[config.mk]
export PLATFORM = sky130hd
export DESIGN_NAME = return_and_rotate_instr_exec
export DESIGN_NICKNAME = d
export VERILOG_FILES = /design/src/include/ret_rot_pkg.sv /design/src/hdl/return_and_rotate_instr_exec.sv
export SDC_FILE = /design/constraint.sdc
export NUM_CORES = 1
export LEC_CHECK = 0
export BUFFER_PORTS_ARGS = -buffer_cell sky130_fd_sc_hd__buf_2
export CORE_MARGIN = 4
export CORE_UTILIZATION = 48
export CTS_CLUSTER_SIZE = 30
export DETAILED_ROUTE_END_ITERATION = 10
export PLACE_DENSITY = 0.84
export SKIP_CTS_REPAIR_TIMING = 1
export SLEW_MARGIN = 20
export SYNTH_ARGS = -nofsm -noshare
export SYNTH_HDL_FRONTEND = slang
export SYNTH_SLANG_ARGS = --single-unit
export TNS_END_PERCENT = 1
[constraint.sdc]
create_clock -name mclk_in -period 3.6 [get_ports mclk_in]
set_input_delay 0.72 -clock mclk_in [delete_from_list [all_inputs] [get_ports mclk_in]]
set_output_delay 0.72 -clock mclk_in [all_outputs]
set_load 0.05 [all_outputs]
[src/include/ret_rot_pkg.sv]
package ret_rot_pkg;

    // ==========================================================
    // Instruction word layout
    // ==========================================================
    localparam int INSTR_W          = 14;
    localparam int DATA_W           = 8;
    localparam int ADDR_W           = 7;
    localparam int PC_W             = 13;
    localparam int DEST_BIT         = 7;
    localparam int CARRY_BIT        = 0;

    // Opcode patterns
    localparam logic [3:0]  RETLIT_TOP      = 4'hD;          // 11 01xx
    localparam logic [13:0] SUBEXIT_CODE    = 14'h0008;      // 00 0000 0000 1000
    localparam logic [5:0]  ROTL_TOP        = 6'h0D;         // 00 1101

    // Destination select values
    localparam logic        DEST_WREG       = 1'h0;
    localparam logic        DEST_FILE       = 1'h1;

    // Cycle counts per instruction
    localparam int RET_CYCLES       = 2;
    localparam int ROT_CYCLES       = 1;

    // Reset values
    localparam logic [7:0]  W_RESET         = 8'h00;
    localparam logic [12:0] PC_RESET        = 13'h0000;

endpackage

[src/hdl/return_and_rotate_instr_exec.sv]
`timescale 1ns/1ps

// Contract
// [RL1] Return-with-literal (11 01xx kkkk kkkk) loads the 8-bit literal into W.
// [RL2] Return-with-literal loads the program counter from the stack top entry.
// [RL3] Return-with-literal is one word, two cycles, status flags unchanged.
// [RL4] Subroutine exit (00 0000 0000 1000) pops stack into PC, flags untouched.
// [RL5] Subroutine exit is one word and completes in two cycles.
// [RL6] Rotate-left-through-carry shifts file byte left with carry as ninth bit.
// [RL7] Rotate takes 7-bit address; d=0 writes W, d=1 writes register back.
// [RL8] Rotate modifies only carry and completes in one cycle.
// [RL9] Rotate moves old bit 7 into carry and old carry into bit 0.
module return_and_rotate_instr_exec
    import ret_rot_pkg::*;
(
    input  wire logic                mclk_in,
    input  wire logic                rst_b_in,
    input  wire logic                instr_valid_in,
    input  wire logic [INSTR_W-1:0]  instr_in,
    input  wire logic [PC_W-1:0]     stack_top_in,
    input  wire logic [DATA_W-1:0]   file_rdata_in,
    input  wire logic                carry_in,
    output logic                     busy_out,
    output logic                     done_out,
    output logic                     stack_pop_out,
    output logic                     pc_load_out,
    output logic [PC_W-1:0]          pc_value_out,
    output logic [ADDR_W-1:0]        file_addr_out,
    output logic                     file_we_out,
    output logic [DATA_W-1:0]        file_wdata_out,
    output logic                     carry_we_out,
    output logic                     carry_out,
    output logic                     w_we_out,
    output logic [DATA_W-1:0]        w_out
);

    // ==========================================================
    // State
    // ==========================================================
    typedef enum logic [0:0] {IDLE, RET_SECOND} phase_type;

    typedef struct packed {
        phase_type          phase;
        logic               done;
        logic               pop;
        logic               pc_load;
        logic [PC_W-1:0]    pc_value;
        logic               file_we;
        logic [DATA_W-1:0]  file_wdata;
        logic               carry_we;
        logic               carry;
        logic               w_we;
        logic [DATA_W-1:0]  w;
    } state_type;

    state_type state_r;
    state_type state_nxt;

    localparam state_type STATE_RESET = '{
        phase:      IDLE,
        done:       1'b0,
        pop:        1'b0,
        pc_load:    1'b0,
        pc_value:   PC_RESET,
        file_we:    1'b0,
        file_wdata: W_RESET,
        carry_we:   1'b0,
        carry:      1'b0,
        w_we:       1'b0,
        w:          W_RESET
    };

    // ==========================================================
    // Instruction fields
    // ==========================================================
    logic [3:0]         top4_field;
    logic [5:0]         top6_field;
    logic [DATA_W-1:0]  literal_field;
    logic               dest_field;
    logic [ADDR_W-1:0]  file_field;

    assign top4_field    = instr_in[INSTR_W-1:INSTR_W-4];
    assign top6_field    = instr_in[INSTR_W-1:INSTR_W-6];
    assign literal_field = instr_in[DATA_W-1:0];
    assign dest_field    = instr_in[DEST_BIT];
    assign file_field    = instr_in[ADDR_W-1:0];

    // ==========================================================
    // Decode
    // ==========================================================
    typedef enum logic [1:0] {CMD_NONE, CMD_RETLIT, CMD_SUBEXIT, CMD_ROTL} cmd_type;

    logic    is_retlit;
    logic    is_subexit;
    logic    is_rotl;
    cmd_type cmd;

    assign is_retlit  = top4_field == RETLIT_TOP;
    assign is_subexit = instr_in == SUBEXIT_CODE;
    assign is_rotl    = top6_field == ROTL_TOP;

    // Fixed priority; the opcode patterns never overlap
    always_comb
    begin
        cmd = CMD_NONE;
        if (instr_valid_in)
        begin
            if (is_retlit)
            begin
                cmd = CMD_RETLIT;
            end
            else if (is_subexit)
            begin
                cmd = CMD_SUBEXIT;
            end
            else if (is_rotl)
            begin
                cmd = CMD_ROTL;
            end
        end
    end

    // ==========================================================
    // Rotate datapath
    // ==========================================================
    logic [DATA_W:0]    rot_wide;
    logic [DATA_W-1:0]  rot_result;
    logic               rot_carry;

    assign rot_wide   = {file_rdata_in, carry_in};                  // RL6 RL9
    assign rot_result = rot_wide[DATA_W-1:0];                       // RL6
    assign rot_carry  = rot_wide[DATA_W];                           // RL9

    // ==========================================================
    // Next state
    // ==========================================================
    always_comb
    begin
        state_nxt          = state_r;
        state_nxt.done     = 1'b0;
        state_nxt.pop      = 1'b0;
        state_nxt.pc_load  = 1'b0;
        state_nxt.file_we  = 1'b0;
        state_nxt.carry_we = 1'b0;
        state_nxt.w_we     = 1'b0;
        unique case (state_r.phase)
            IDLE:
            begin
                unique case (cmd)
                    CMD_RETLIT:
                    begin
                        state_nxt.w        = literal_field;         // RL1
                        state_nxt.w_we     = 1'b1;                  // RL1
                        state_nxt.pc_value = stack_top_in;          // RL2
                        state_nxt.pc_load  = 1'b1;                  // RL2
                        state_nxt.pop      = 1'b1;                  // RL2
                        state_nxt.phase    = RET_SECOND;            // RL3
                    end
                    CMD_SUBEXIT:
                    begin
                        state_nxt.pc_value = stack_top_in;          // RL4
                        state_nxt.pc_load  = 1'b1;                  // RL4
                        state_nxt.pop      = 1'b1;                  // RL4
                        state_nxt.phase    = RET_SECOND;            // RL5
                    end
                    CMD_ROTL:
                    begin
                        state_nxt.carry    = rot_carry;             // RL9
                        state_nxt.carry_we = 1'b1;                  // RL8
                        state_nxt.done     = 1'b1;                  // RL8
                        if (dest_field == DEST_FILE)                // RL7
                        begin
                            state_nxt.file_wdata = rot_result;
                            state_nxt.file_we    = 1'b1;
                        end
                        else
                        begin
                            state_nxt.w    = rot_result;
                            state_nxt.w_we = 1'b1;
                        end
                    end
                    CMD_NONE:
                    begin
                        state_nxt.phase = IDLE;
                    end
                endcase
            end
            RET_SECOND:
            begin
                // Second cycle flushes the fetched word; no flag touched
                state_nxt.done  = 1'b1;                             // RL3 RL5
                state_nxt.phase = IDLE;
            end
        endcase
    end

    always_ff @(posedge mclk_in or negedge rst_b_in)
    begin
        if (!rst_b_in)
        begin
            state_r <= STATE_RESET;
        end
        else
        begin
            state_r <= state_nxt;
        end
    end

    // ==========================================================
    // Outputs
    // ==========================================================
    assign busy_out       = state_r.phase == RET_SECOND;
    assign done_out       = state_r.done;
    assign stack_pop_out  = state_r.pop;
    assign pc_load_out    = state_r.pc_load;
    assign pc_value_out   = state_r.pc_value;
    assign file_addr_out  = file_field;                            // RL7
    assign file_we_out    = state_r.file_we;
    assign file_wdata_out = state_r.file_wdata;
    assign carry_we_out   = state_r.carry_we;                      // RL8
    assign carry_out      = state_r.carry;
    assign w_we_out       = state_r.w_we;
    assign w_out          = state_r.w;

endmodule

* Word-level counts from Yosys, hierarchy flattened
Cells that the tools add are included.
** Word-level totals
- Register bits :: 37
- Input bits :: 39
- Output and inout bits :: 44
- Word-level logic and storage cells :: 38
** Cells by class
- Equality and inequality tests :: 7
- Multiplexer cells :: 13
- Bitwise gates (word level) :: 1
- Reductions and logical operators :: 6
** Operators by type and width (number)
- 35-bit 2-to-1 mux :: 1
- 9-bit 2-to-1 mux :: 2
- 9-bit case mux with 2 select lines :: 1
- 15-bit 2-to-1 mux :: 1
- 14-bit by 4-bit equality test with 1-bit output, second input constant :: 1
- 11-bit 2-to-1 mux :: 1
- 2-bit 2-to-1 mux :: 4
- 6-bit by 4-bit equality test with 1-bit output, second input constant :: 1
- 3-bit AND reduction :: 2
- 2-bit equality test, second input constant :: 2
- 4-bit equality test, second input constant :: 1
- 2-bit case mux with 2 select lines :: 1
- 2-bit AND reduction :: 2
- 2-bit by 1-bit equality test with 1-bit output, second input constant :: 1
- 1-bit 2-to-1 mux :: 2
- 2-bit inequality test, second input constant :: 1
- 2-bit nonzero test :: 1
- 2-bit OR reduction :: 1
- 1-bit NOT :: 1

* Logic depth before layout (Yosys ltp)
Gate-level depths: netlist of run 1.
- Depth in word-level cells :: 9
- Depth in mapped cells :: 9

* Worst setup path after synthesis of run 1
Ideal clock, no wire load.
- Path type :: input -> register
- From :: input port instr_in[13]
- To :: register state_r, in the netlist pc_value_out[0]
- Library setup time :: 125 ps
- Arrival :: 2379 ps
- Data required time :: 3475 ps
- Setup slack :: 1096 ps
- Stages on the path :: 9
- Path buffers :: 3
- Cell sequence :: and4b_1 -> buf_4 -> a21oi_1 -> nor2_1 -> ha_1 -> nor2b_1 -> clkbuf_1 -> buf_6 -> mux2_2
** Between the ends
- Cells in the longest elaborated chain, start to end :: 8
- Elaborated cells between the ends (all ways) :: 11
- Those cells by class :: eq/ne (5); mux (4); reduce/logical (2)
** RTL lines
- start: declaration :: RTL line return_and_rotate_instr_exec.sv:19 : input wire logic [INSTR_W-1:0] instr_in,
- 6-bit by 4-bit equality test with 1-bit output :: RTL line return_and_rotate_instr_exec.sv:100 : assign is_rotl = top6_field == ROTL_TOP;
- 2-bit 2-to-1 mux :: RTL line return_and_rotate_instr_exec.sv:116 : else if (is_rotl)
- 2-bit 2-to-1 mux :: RTL line return_and_rotate_instr_exec.sv:112 : else if (is_subexit)
- 2-bit 2-to-1 mux (*) :: RTL line return_and_rotate_instr_exec.sv:108 : if (is_retlit)
- 2-bit 2-to-1 mux (*) :: RTL line return_and_rotate_instr_exec.sv:106 : if (instr_valid_in)
- 2-bit equality test / 2-bit by 1-bit equality test with 1-bit output (equally long branches) :: RTL line return_and_rotate_instr_exec.sv:149 : unique case (cmd)
- 2-bit OR reduction (no source line) (*)
- 2-bit AND reduction (no source line) (*)
- end signal: assignment :: RTL line return_and_rotate_instr_exec.sv:205 : state_r <= state_nxt;
- end: declaration :: RTL line return_and_rotate_instr_exec.sv:56 : state_type state_r;
Every way passes the cells marked *; elsewhere a longest branch is shown, timed or not.
A chain may end at the register's enable or synchronous reset.

* Worst setup path after layout of run 1
- From :: input port instr_in[8]
- To :: register state_r, in the netlist w_out[0]
** Between the ends
- Cells in the longest elaborated chain, start to end :: 8
- Elaborated cells between the ends (all ways) :: 12
- Those cells by class :: eq/ne (5); mux (5); reduce/logical (2)
** RTL lines (RTL line)
- 6-bit by 4-bit equality test with 1-bit output :: return_and_rotate_instr_exec.sv:100
- 2-bit 2-to-1 mux :: return_and_rotate_instr_exec.sv:116
- 2-bit 2-to-1 mux (*) :: return_and_rotate_instr_exec.sv:112
- 2-bit 2-to-1 mux (*) :: return_and_rotate_instr_exec.sv:108
- 2-bit 2-to-1 mux (*) :: return_and_rotate_instr_exec.sv:106
- 2-bit equality test / 2-bit by 1-bit equality test with 1-bit output (equally long branches) :: return_and_rotate_instr_exec.sv:149
- 2-bit inequality test (no source line) / 2-bit nonzero test (equally long branches)
- 3-bit AND reduction (no source line)
Marks and branches as above.

==> results of run 1 <==
==> layer usage <==
layer | share of wire, % | global-route usage [%] | up-vias | wire length [um]
li1 | - | - | 588 | -
met1 | 42 | 22.6 | 603 | 1570
met2 | 46 | 28.3 | 76 | 1710
met3 | 10 | 6.32 | 6 | 387
met4 | 1.2 | 5.44 | 0 | 46
met5 | 0 | 0 | - | 0
==> placed cells by master (no fill, tap or decap), types with 2 or more instances in the layout <==
cell type  Yosys  final
buf_2          0     82
dfrtp_1       35     35
mux2_2        22     22
inv_1          9      9
a32oi_1        8      8
o32ai_1        8      8
clkbuf_4       0      5
clkbuf_8       0      2
==> cell type report <==
class | instances | area share [%]
clock buffer | 8 | 3.39
inverter | 10 | 1.85
multi-input combinational | 61 | 28.7
sequential | 35 | 43.1
tap | 44 | 2.71
timing repair buffer | 82 | 20.2
==> final timing paths <==
check | start | end | slack (ps) | cells past startpoint
setup / recovery | instr_in[8] | w_out[0] | 1090 | 8
hold / removal | rst_b_in | w_out[7] | 440 | 1
setup reg to reg | pc_load_out | pc_value_out[9] | 2000 | 2
hold reg to reg | file_wdata_out[3] | file_wdata_out[3] | 510 | 1
max in group asynchronous | rst_b_in | w_out[2] | 2690 | 1
min in group mclk_in | file_wdata_out[3] | file_wdata_out[3] | 510 | 1
==> flip-flops by register name (all words and copies together) (netlist names) <==
name and flops:
carry_out 1, done_out 1, file_we_out 1, carry_we_out 1, pc_load_out 1, w_we_out 1
w_out 8, file_wdata_out 8, pc_value_out 13
==> worst max-delay path, stage by stage <==
cell      delay, ps
buf_2           110
nor4b_1         320
nand4_1         150
a211oi_1        300
ha_1            280
nor2b_1         490
a32oi_1         100
o32ai_1         260
==> metrics by stage <==
step	hold slack [ps]	util (%)	cell area, um^2	cells	power [mW]
finish	442	64.9	2030	240	1.14
global route	498	64.9	2030	240	1.19
global placement	486	62.6	1960	232	0.904
floorplan	424	-	1600	120	0.800
CTS	465	64.8	2030	240	1.15
detailed placement	491	62.6	1960	232	0.915
==> power by group through the flow <==
stage / registers [mW] / logic, mW / clock network (mW)
2_1_floorplan: 0.710 / 0.0909 / 0
3_3_place_gp: 0.489 / 0.415 / 0
3_5_place_dp: 0.491 / 0.423 / 0
4_1_cts: 0.487 / 0.423 / 0.240
5_1_grt: 0.494 / 0.438 / 0.258
6_report: 0.486 / 0.420 / 0.236
==> kinds of logic after synthesis <==
logic type,after synthesis,synth area share [%]
AOI/OAI and AO/OA,22,13.3
adders and majority gates,1,0.784
buffers and inverters,24,8.71
DFF,35,54.9
muxes,22,15.5
and+or+nand+nor,16,6.82
==> impl_metrics.env, run 1 <==
export IMPL_ys_seq_area_share_pct=54.9
export IMPL_worst_skew_pair_late_latency_ps=330
export IMPL_power_density_nw_per_um2=562
export IMPL_synth_cell_types=32
export IMPL_cp_max_fo=8
export IMPL_ys_dominant_reg_cell="dfrtp_1"
export IMPL_synth_top_area_share_pct=54.9
export IMPL_synth_largest_area_cell="dfrtp_1"
export IMPL_synth_warnings=0
export IMPL_grt_pass1_wl_mm=5.84
export IMPL_setup_slack_ps=1090
export IMPL_fp_dieH_um=65.7
export IMPL_cts_buffers=5
export IMPL_setup_viol=0
export IMPL_p_int_mw=0.673
export IMPL_drc_errors=0
export IMPL_fin_skew_ps=7.51
export IMPL_power_leakage_nw=1.07
export IMPL_critPathLaunchType="input port"
export IMPL_switching_share_pct=41.0
export IMPL_max_vdd_ir_drop_uv=398
export IMPL_cts_clk_slew_worst_paths_ps=100
export IMPL_place_hpwl_mm=2.93
export IMPL_synth_nets=160
export IMPL_die_width_um=65.7
export IMPL_pwr_share_seq_pct=42.6
export IMPL_fill_cells=250
export IMPL_post_place_ws_ps=388
export IMPL_area_growth_pct=27.3
export IMPL_synth_most_common_cell="dfrtp_1"
export IMPL_fin_crit_ps=2510
export IMPL_drt_iter0_drc=150
export IMPL_htreeDepth=2
export IMPL_clk_path_buf_depth=2
export IMPL_cts_tree="done"
export IMPL_design_portCount=83
export IMPL_wl_per_cell_um=15.5
export IMPL_syn_avg_cell_area_um2=13.3
export IMPL_vias=1273
export IMPL_nets=235
export IMPL_async_reset_ff_share_pct=100
export IMPL_synth_edff_count=0
export IMPL_multi_input_area_um2=583
export IMPL_drtPass1Iterations=4
export IMPL_clock_sinks=35
export IMPL_ant_nets=0
export IMPL_grt_max_degree=36
export IMPL_diodes=0
export IMPL_fin_crit_sh_pct=69.8
export IMPL_grt_pass1_vias=1234
export IMPL_critPathKind="input port to flop"
export IMPL_status="finished, final reports clean"
export IMPL_fmax_ghz=0.398
export IMPL_max_slew_margin_pct=50.8
export IMPL_slew_viol_final=0
export IMPL_combPwrFrac_pct=36.8
export IMPL_gp_congestion=0.878
export IMPL_switching_power_mw=0.468
export IMPL_clock_tree_root_cell="clkbuf_4"
export IMPL_rows=20
export IMPL_worst_hold_path_type="input port to asynchronous set/reset pin"
export IMPL_cp_data_required_time_ps=3820
export IMPL_rsz0062_at_grt="no"
export IMPL_hold_viol=0
export IMPL_tightest_slew_ps=735
export IMPL_drt_total_wl_mm=3.71
export IMPL_syn_area_um2=1600
export IMPL_fp_dieArea_um2=4310
export IMPL_ys_ff_latch=35
export IMPL_overflow=0
export IMPL_drive_gt1_share_pct=61.2
export IMPL_core_um2=3130
export IMPL_arrival_ps=2740
export IMPL_track_usage_pct=17.8
export IMPL_synthTopCellsByCount="dfrtp_1 (35), mux2_2 (22), buf_4 (11)"
export IMPL_synthCells=120
export IMPL_ys_top_cells_by_area="dfrtp_1 (55%), mux2_2 (16%), buf_4 (5.2%), a32oi_1 (4.4%), o32ai_1 (4.4%)"
export IMPL_viasPerCell=5.30
export IMPL_seqCellArea_um2=876
export IMPL_port_buffers=82
export IMPL_start_util_pct=51.0
export IMPL_end_kind="flop"
export IMPL_setup_tns_ps=0
export IMPL_power_share_clock_pct=20.6
export IMPL_max_cap_violations=0
export IMPL_antenna_found_initial=0
No activity file was read; power rests on OpenSTA's default activity.
==> run 2, diff against run 1 <==
--- a/config.mk
+++ b/config.mk
@@ -7,10 +7,10 @@
 export LEC_CHECK = 0
 export BUFFER_PORTS_ARGS = -buffer_cell sky130_fd_sc_hd__buf_2
 export CORE_MARGIN = 4
-export CORE_UTILIZATION = 48
+export CORE_UTILIZATION = 40
 export CTS_CLUSTER_SIZE = 30
 export DETAILED_ROUTE_END_ITERATION = 10
-export PLACE_DENSITY = 0.84
+export PLACE_DENSITY = 0.75
 export SKIP_CTS_REPAIR_TIMING = 1
 export SLEW_MARGIN = 20
 export SYNTH_ARGS = -nofsm -noshare
==> constraint.sdc (replaced) <==
create_clock -name mclk_in -period 2 [get_ports mclk_in]
set_input_delay 0.4 -clock mclk_in [delete_from_list [all_inputs] [get_ports mclk_in]]
set_output_delay 0.4 -clock mclk_in [all_outputs]
set_load 0.05 [all_outputs]
==> run 2 against run 1 <==
  * Via count rose by 5.9%
  * Critical path depth unchanged
  * Worst setup slack worse by 1000 ps
  * Cell area is 13% higher
  * Die area rose by 17%
  * Hold slack worse by 250 ps
  * Wire length rose by 6.5%
  * Largest power group unchanged
  * Sequential power rose by 80%
  * Non-clock buffer count is 19 higher
==> impl_metrics.env, run 2 (synthesis results as in run 1) <==
export IMPL_max_slew_margin_pct=49.7
export IMPL_start_util_pct=42.6
export IMPL_switching_power_mw=0.849
export IMPL_clk_path_buf_depth=2
export IMPL_overflow=0
export IMPL_port_buffers=82
export IMPL_max_cap_violations=0
export IMPL_nets=254
export IMPL_largest_reg_flops=13
export IMPL_layout_common_cells="buf_2 (78), dfrtp_1 (35), mux2_2 (22)"
export IMPL_drc_errors=0
export IMPL_cp_max_fo=8
export IMPL_setup_viol=0
export IMPL_setup_tns_ps=0
export IMPL_post_route_util_pct=61.3
export IMPL_fmax_ghz=0.518
export IMPL_p_int_mw=1.27
export IMPL_place_hpwl_mm=3.06
export IMPL_end_kind="flop"
export IMPL_hold_viol=0
export IMPL_grt_max_degree=36
export IMPL_viasPerCell=5.16
export IMPL_cp_data_required_time_ps=2130
export IMPL_pwr_share_seq_pct=41.3
export IMPL_grt_pass1_wl_mm=6.29
export IMPL_ant_nets=0
export IMPL_fin_skew_ps=4.34
export IMPL_track_usage_pct=15.9
export IMPL_power_density_nw_per_um2=923
export IMPL_met3_usage_pct=7.95
export IMPL_fill_cells=318
export IMPL_fin_crit_sh_pct=96.6
export IMPL_cts_clk_slew_worst_paths_ps=60
export IMPL_placed_cell_area_um2=2150
export IMPL_vias=1348
export IMPL_tightest_slew_ps=755
export IMPL_drive_gt1_share_pct=67.1
export IMPL_dp_cells=255
export IMPL_cts_buffers=5
export IMPL_fp_dieH_um=71.2
export IMPL_grt_pass1_vias=1302
export IMPL_gp_congestion=0.906
export IMPL_area_growth_pct=43.8
export IMPL_worst_skew_pair_late_latency_ps=270
export IMPL_switching_share_pct=40.1
export IMPL_power_leakage_nw=1.19
export IMPL_post_place_ws_ps=-259
export IMPL_rsz0062_at_grt="yes"
export IMPL_diodes=0
export IMPL_cts_tree="done"
export IMPL_clock_tree_root_cell="clkbuf_8"
export IMPL_antenna_found_initial=0
export IMPL_htreeDepth=2
export IMPL_grtUsageMet2_pct=22.3
export IMPL_design_portCount=83
export IMPL_clock_sinks=35
export IMPL_drt_total_wl_mm=3.95
export IMPL_die_width_um=71.2
export IMPL_fin_cells=261
export IMPL_arrival_ps=2070
export IMPL_combPwrFrac_pct=37.6
export IMPL_fp_dieArea_um2=5060
export IMPL_rows=22
export IMPL_final_common_cell="buf_2"
export IMPL_critPathKind="input port to flop"
export IMPL_slew_viol_final=0
export IMPL_max_vdd_ir_drop_uv=693
export IMPL_fin_crit_ps=1930
export IMPL_wl_per_cell_um=15.1
export IMPL_power_share_clock_pct=21.1
export IMPL_gr_usage_met1_pct=21.3
export IMPL_grt_busiest_layer="met2"
export IMPL_stdcell_area_um2=2290
export IMPL_drt_iter0_drc=84
export IMPL_critPathLaunchType="input port"
export IMPL_drtPass1Iterations=6
export IMPL_worst_hold_path_type="input port to asynchronous set/reset pin"
export IMPL_status="finished, final reports clean"
export IMPL_setup_slack_ps=68.8
export IMPL_core_um2=3740
==> run 2: cell count changes in the layout (fill, tap and decap cells not counted), moves of 3 or more <==
cell,delta
buf_4,+17
buf_6,+4
clkbuf_8,+3
buf_2,-4
clkbuf_4,-5
==> run 2: power groups by stage <==
stage / Combinational (mW) / Clock (mW) / Sequential [mW]
3_3_place_gp: 0.779 / 0 / 0.882
2_1_floorplan: 0.169 / 0 / 1.28
6_report: 0.795 / 0.446 / 0.875
3_5_place_dp: 0.786 / 0 / 0.885
5_1_grt: 0.837 / 0.503 / 0.888
4_1_cts: 0.787 / 0.466 / 0.876
==> run 2: path summary, 6_finish.rpt <==
kind,startpoint,endpoint,slack (ps),cells past startpoint
hold / removal,rst_b_in,carry_we_out,190,1
max in group asynchronous,rst_b_in,file_we_out,1320,1
setup reg to reg,pc_load_out,w_out[0],460,3
setup / recovery,instr_in[13],w_out[0],70,8
hold reg to reg,pc_value_out[3],pc_value_out[3],500,1
min in group mclk_in,stack_top_in[1],pc_value_out[1],350,2
==> run 2: per-layer routing <==
| metal | wire [um] | vias up | part of all wire, % |
|---|---|---|---|
| li1 | - | 633 | - |
| met1 | 1680 | 639 | 43 |
| met2 | 1730 | 71 | 44 |
| met3 | 492 | 5 | 12 |
| met4 | 50 | 0 | 1.3 |
| met5 | 0 | - | 0 |
==> run 2: area by class of cell <==
| cell class | instances | area [um^2] | area share, % |
|---|---|---|---|
| repair buffers | 101 | 598 | 26.1 |
| multi-input cells | 61 | 649 | 28.3 |
| clock buffers | 6 | 72.6 | 3.16 |
| flip-flops and latches | 35 | 876 | 38.2 |
| well taps | 48 | 60.1 | 2.62 |
| inverters | 10 | 37.5 | 1.64 |
==> run 2: critical path, stage by stage <==
cell and delay [ps]:
buf_2 130, and4b_1 260, a21oi_4 140, nor2_1 60
ha_2 190, or2_2 330, o32ai_4 410, o32ai_1 140
==> run 2: per-stage QoR <==
stage / power [mW] / hold WS [ps]
finish: 2.12 / 187
global route: 2.23 / 241
CTS: 2.13 / 215
detailed placement: 1.67 / 488
global placement: 1.66 / 483
floorplan: 1.45 / 104
==> run 3, diff against run 2 <==
--- a/config.mk
+++ b/config.mk
@@ -7,10 +7,10 @@
 export LEC_CHECK = 0
 export BUFFER_PORTS_ARGS = -buffer_cell sky130_fd_sc_hd__buf_2
 export CORE_MARGIN = 4
-export CORE_UTILIZATION = 40
+export CORE_UTILIZATION = 35
 export CTS_CLUSTER_SIZE = 30
 export DETAILED_ROUTE_END_ITERATION = 10
-export PLACE_DENSITY = 0.75
+export PLACE_DENSITY = 0.67
 export SKIP_CTS_REPAIR_TIMING = 1
 export SLEW_MARGIN = 20
 export SYNTH_ARGS = -nofsm -noshare
==> run 3 against run 2 <==
  * Final cell count increased by 0.77%
  * Combinational power shrank 2%
  * Core utilization fell by 9.5 points
  * Maximum frequency barely moved
  * Wire length is 0.33% lower
  * Die area increased by 13%
  * Worst setup slack is essentially flat
  * Clock skew grew 4.3 ps
  * Flip-flop and latch count unchanged
  * Power increased by 3.3%
  * Hold slack got worse by 120 ps
  * Critical path type unchanged
  * Largest cell class unchanged
==> impl_metrics.env, run 3 (synthesis results as in run 1) <==
export IMPL_status="finished, final reports clean"
export IMPL_max_slew_margin_pct=78.6
export IMPL_ant_nets=0
export IMPL_drt_iter0_drc=37
export IMPL_place_hpwl_mm=3.09
export IMPL_switching_power_mw=0.878
export IMPL_critPathLaunchType="input port"
export IMPL_hold_ws_ps=63.1
export IMPL_max_vdd_ir_drop_uv=516
export IMPL_design_portCount=83
export IMPL_cts_clk_slew_worst_paths_ps=70
export IMPL_p_int_mw=1.31
export IMPL_fin_crit_ps=1930
export IMPL_switching_share_pct=40.2
export IMPL_power_density_nw_per_um2=964
export IMPL_fin_skew_ps=8.67
export IMPL_power_share_clock_pct=24.3
export IMPL_cp_data_required_time_ps=2170
export IMPL_rsz0062_at_grt="yes"
export IMPL_clock_sinks=35
export IMPL_worst_hold_path_type="input port to asynchronous set/reset pin"
export IMPL_hold_viol=0
export IMPL_nets=250
export IMPL_largest_reg_flops=13
export IMPL_pwr_share_seq_pct=39.9
export IMPL_track_usage_pct=14.5
export IMPL_wl_per_cell_um=15.0
export IMPL_cts_tree="done"
export IMPL_drive_gt1_share_pct=66.8
export IMPL_core_um2=4380
export IMPL_layout_common_cells="buf_2 (82), dfrtp_1 (35), mux2_2 (22)"
export IMPL_power_leakage_nw=1.18
export IMPL_tightest_slew_ps=321
export IMPL_fp_dieArea_um2=5700
export IMPL_cts_buffers=5
export IMPL_combPwrFrac_pct=35.8
export IMPL_setup_viol=0
export IMPL_port_buffers=82
export IMPL_area_growth_pct=42.2
export IMPL_grt_max_degree=36
export IMPL_final_common_cell="buf_2"
export IMPL_grt_pass1_vias=1263
export IMPL_viasPerCell=4.95
export IMPL_cp_max_fo=5
export IMPL_gp_congestion=0.815
export IMPL_fp_dieH_um=75.5
export IMPL_clk_path_buf_depth=2
export IMPL_grt_pass1_wl_mm=6.02
export IMPL_critPathKind="input port to flop"
export IMPL_worst_skew_pair_late_latency_ps=280
export IMPL_drc_errors=0
export IMPL_dp_cells=255
export IMPL_drt_total_wl_mm=3.94
export IMPL_diodes=0
export IMPL_fin_cells=263
export IMPL_fmax_ghz=0.518
export IMPL_start_util_pct=36.4
export IMPL_max_cap_violations=0
export IMPL_htreeDepth=2
export IMPL_drtPass1Iterations=4
export IMPL_slew_viol_final=0
export IMPL_antenna_found_initial=0
export IMPL_vias=1301
export IMPL_overflow=0
export IMPL_end_kind="flop"
export IMPL_die_width_um=75.5
export IMPL_rows=24
export IMPL_arrival_ps=2100
export IMPL_clock_tree_root_cell="clkbuf_8"
export IMPL_fin_crit_sh_pct=96.5
==> run 3: cell count changes in the layout (fill, tap and decap cells not counted), sizes merged <==
cell / previous run / this run
buf: 101 / 97
clkinv: 0 / 1
clkinvlp: 0 / 1
==> run 3: path summary, 6_finish.rpt <==
path                              startpoint           endpoint  slack [ps]  depth (start not counted)
max                             instr_in[10]          carry_out          70                          9
min                                 rst_b_in    pc_value_out[6]          60                          2
max reg2reg                      pc_load_out           w_out[4]         490                          4
min reg2reg                file_wdata_out[5]  file_wdata_out[5]         500                          1
max in group asynchronous           rst_b_in           done_out        1760                          2
min in group mclk_in         stack_top_in[9]    pc_value_out[9]         350                          2
==> run 3: metal layers <==
layer	wire length [um]	global-route usage, %
met1	1630	18.7
met2	2010	22.6
met3	265	4.88
met4	39	5.24
met5	0	0
==> run 3: cell type report <==
type / instances / area, um^2
Inverter: 10 / 37.5
Clock inverter: 2 / 16.3
Sequential cell: 35 / 876
Clock buffer: 6 / 82.6
Fill cell: 395 / 2120
Multi-Input combinational cell: 61 / 631
Timing Repair Buffer: 97 / 561
Tap cell: 52 / 65.1
==> run 3: critical path, stage by stage <==
cell	delay, ps
buf_2	130
nor4_2	300
nand4_1	140
a211oi_2	200
ha_2	200
buf_4	120
and2b_2	180
buf_4	120
mux2_2	320
==> run 3: power groups by stage <==
stage                     sequential, mW  clock (mW)  combinational, mW
after global placement             0.883           0              0.779
final                              0.873       0.531              0.783
after detailed placement           0.885           0              0.788
after floorplan                     1.28           0              0.169
after CTS                          0.873       0.556              0.788
after global routing               0.886       0.591              0.829
==> run 3: per-stage QoR <==
stage	total power, mW	setup TNS [ps]	utilization [%]	worst slack, ps	instance area, um^2
floorplan	1.45	-1020	-	-64.4	1630
CTS	2.22	0	51.3	64.6	2250
finish	2.19	0	51.7	69.1	2270
global route	2.31	-231	51.7	-58.6	2270
global placement	1.66	-5150	49.1	-196	2150
detailed placement	1.67	-6010	49.1	-248	2150
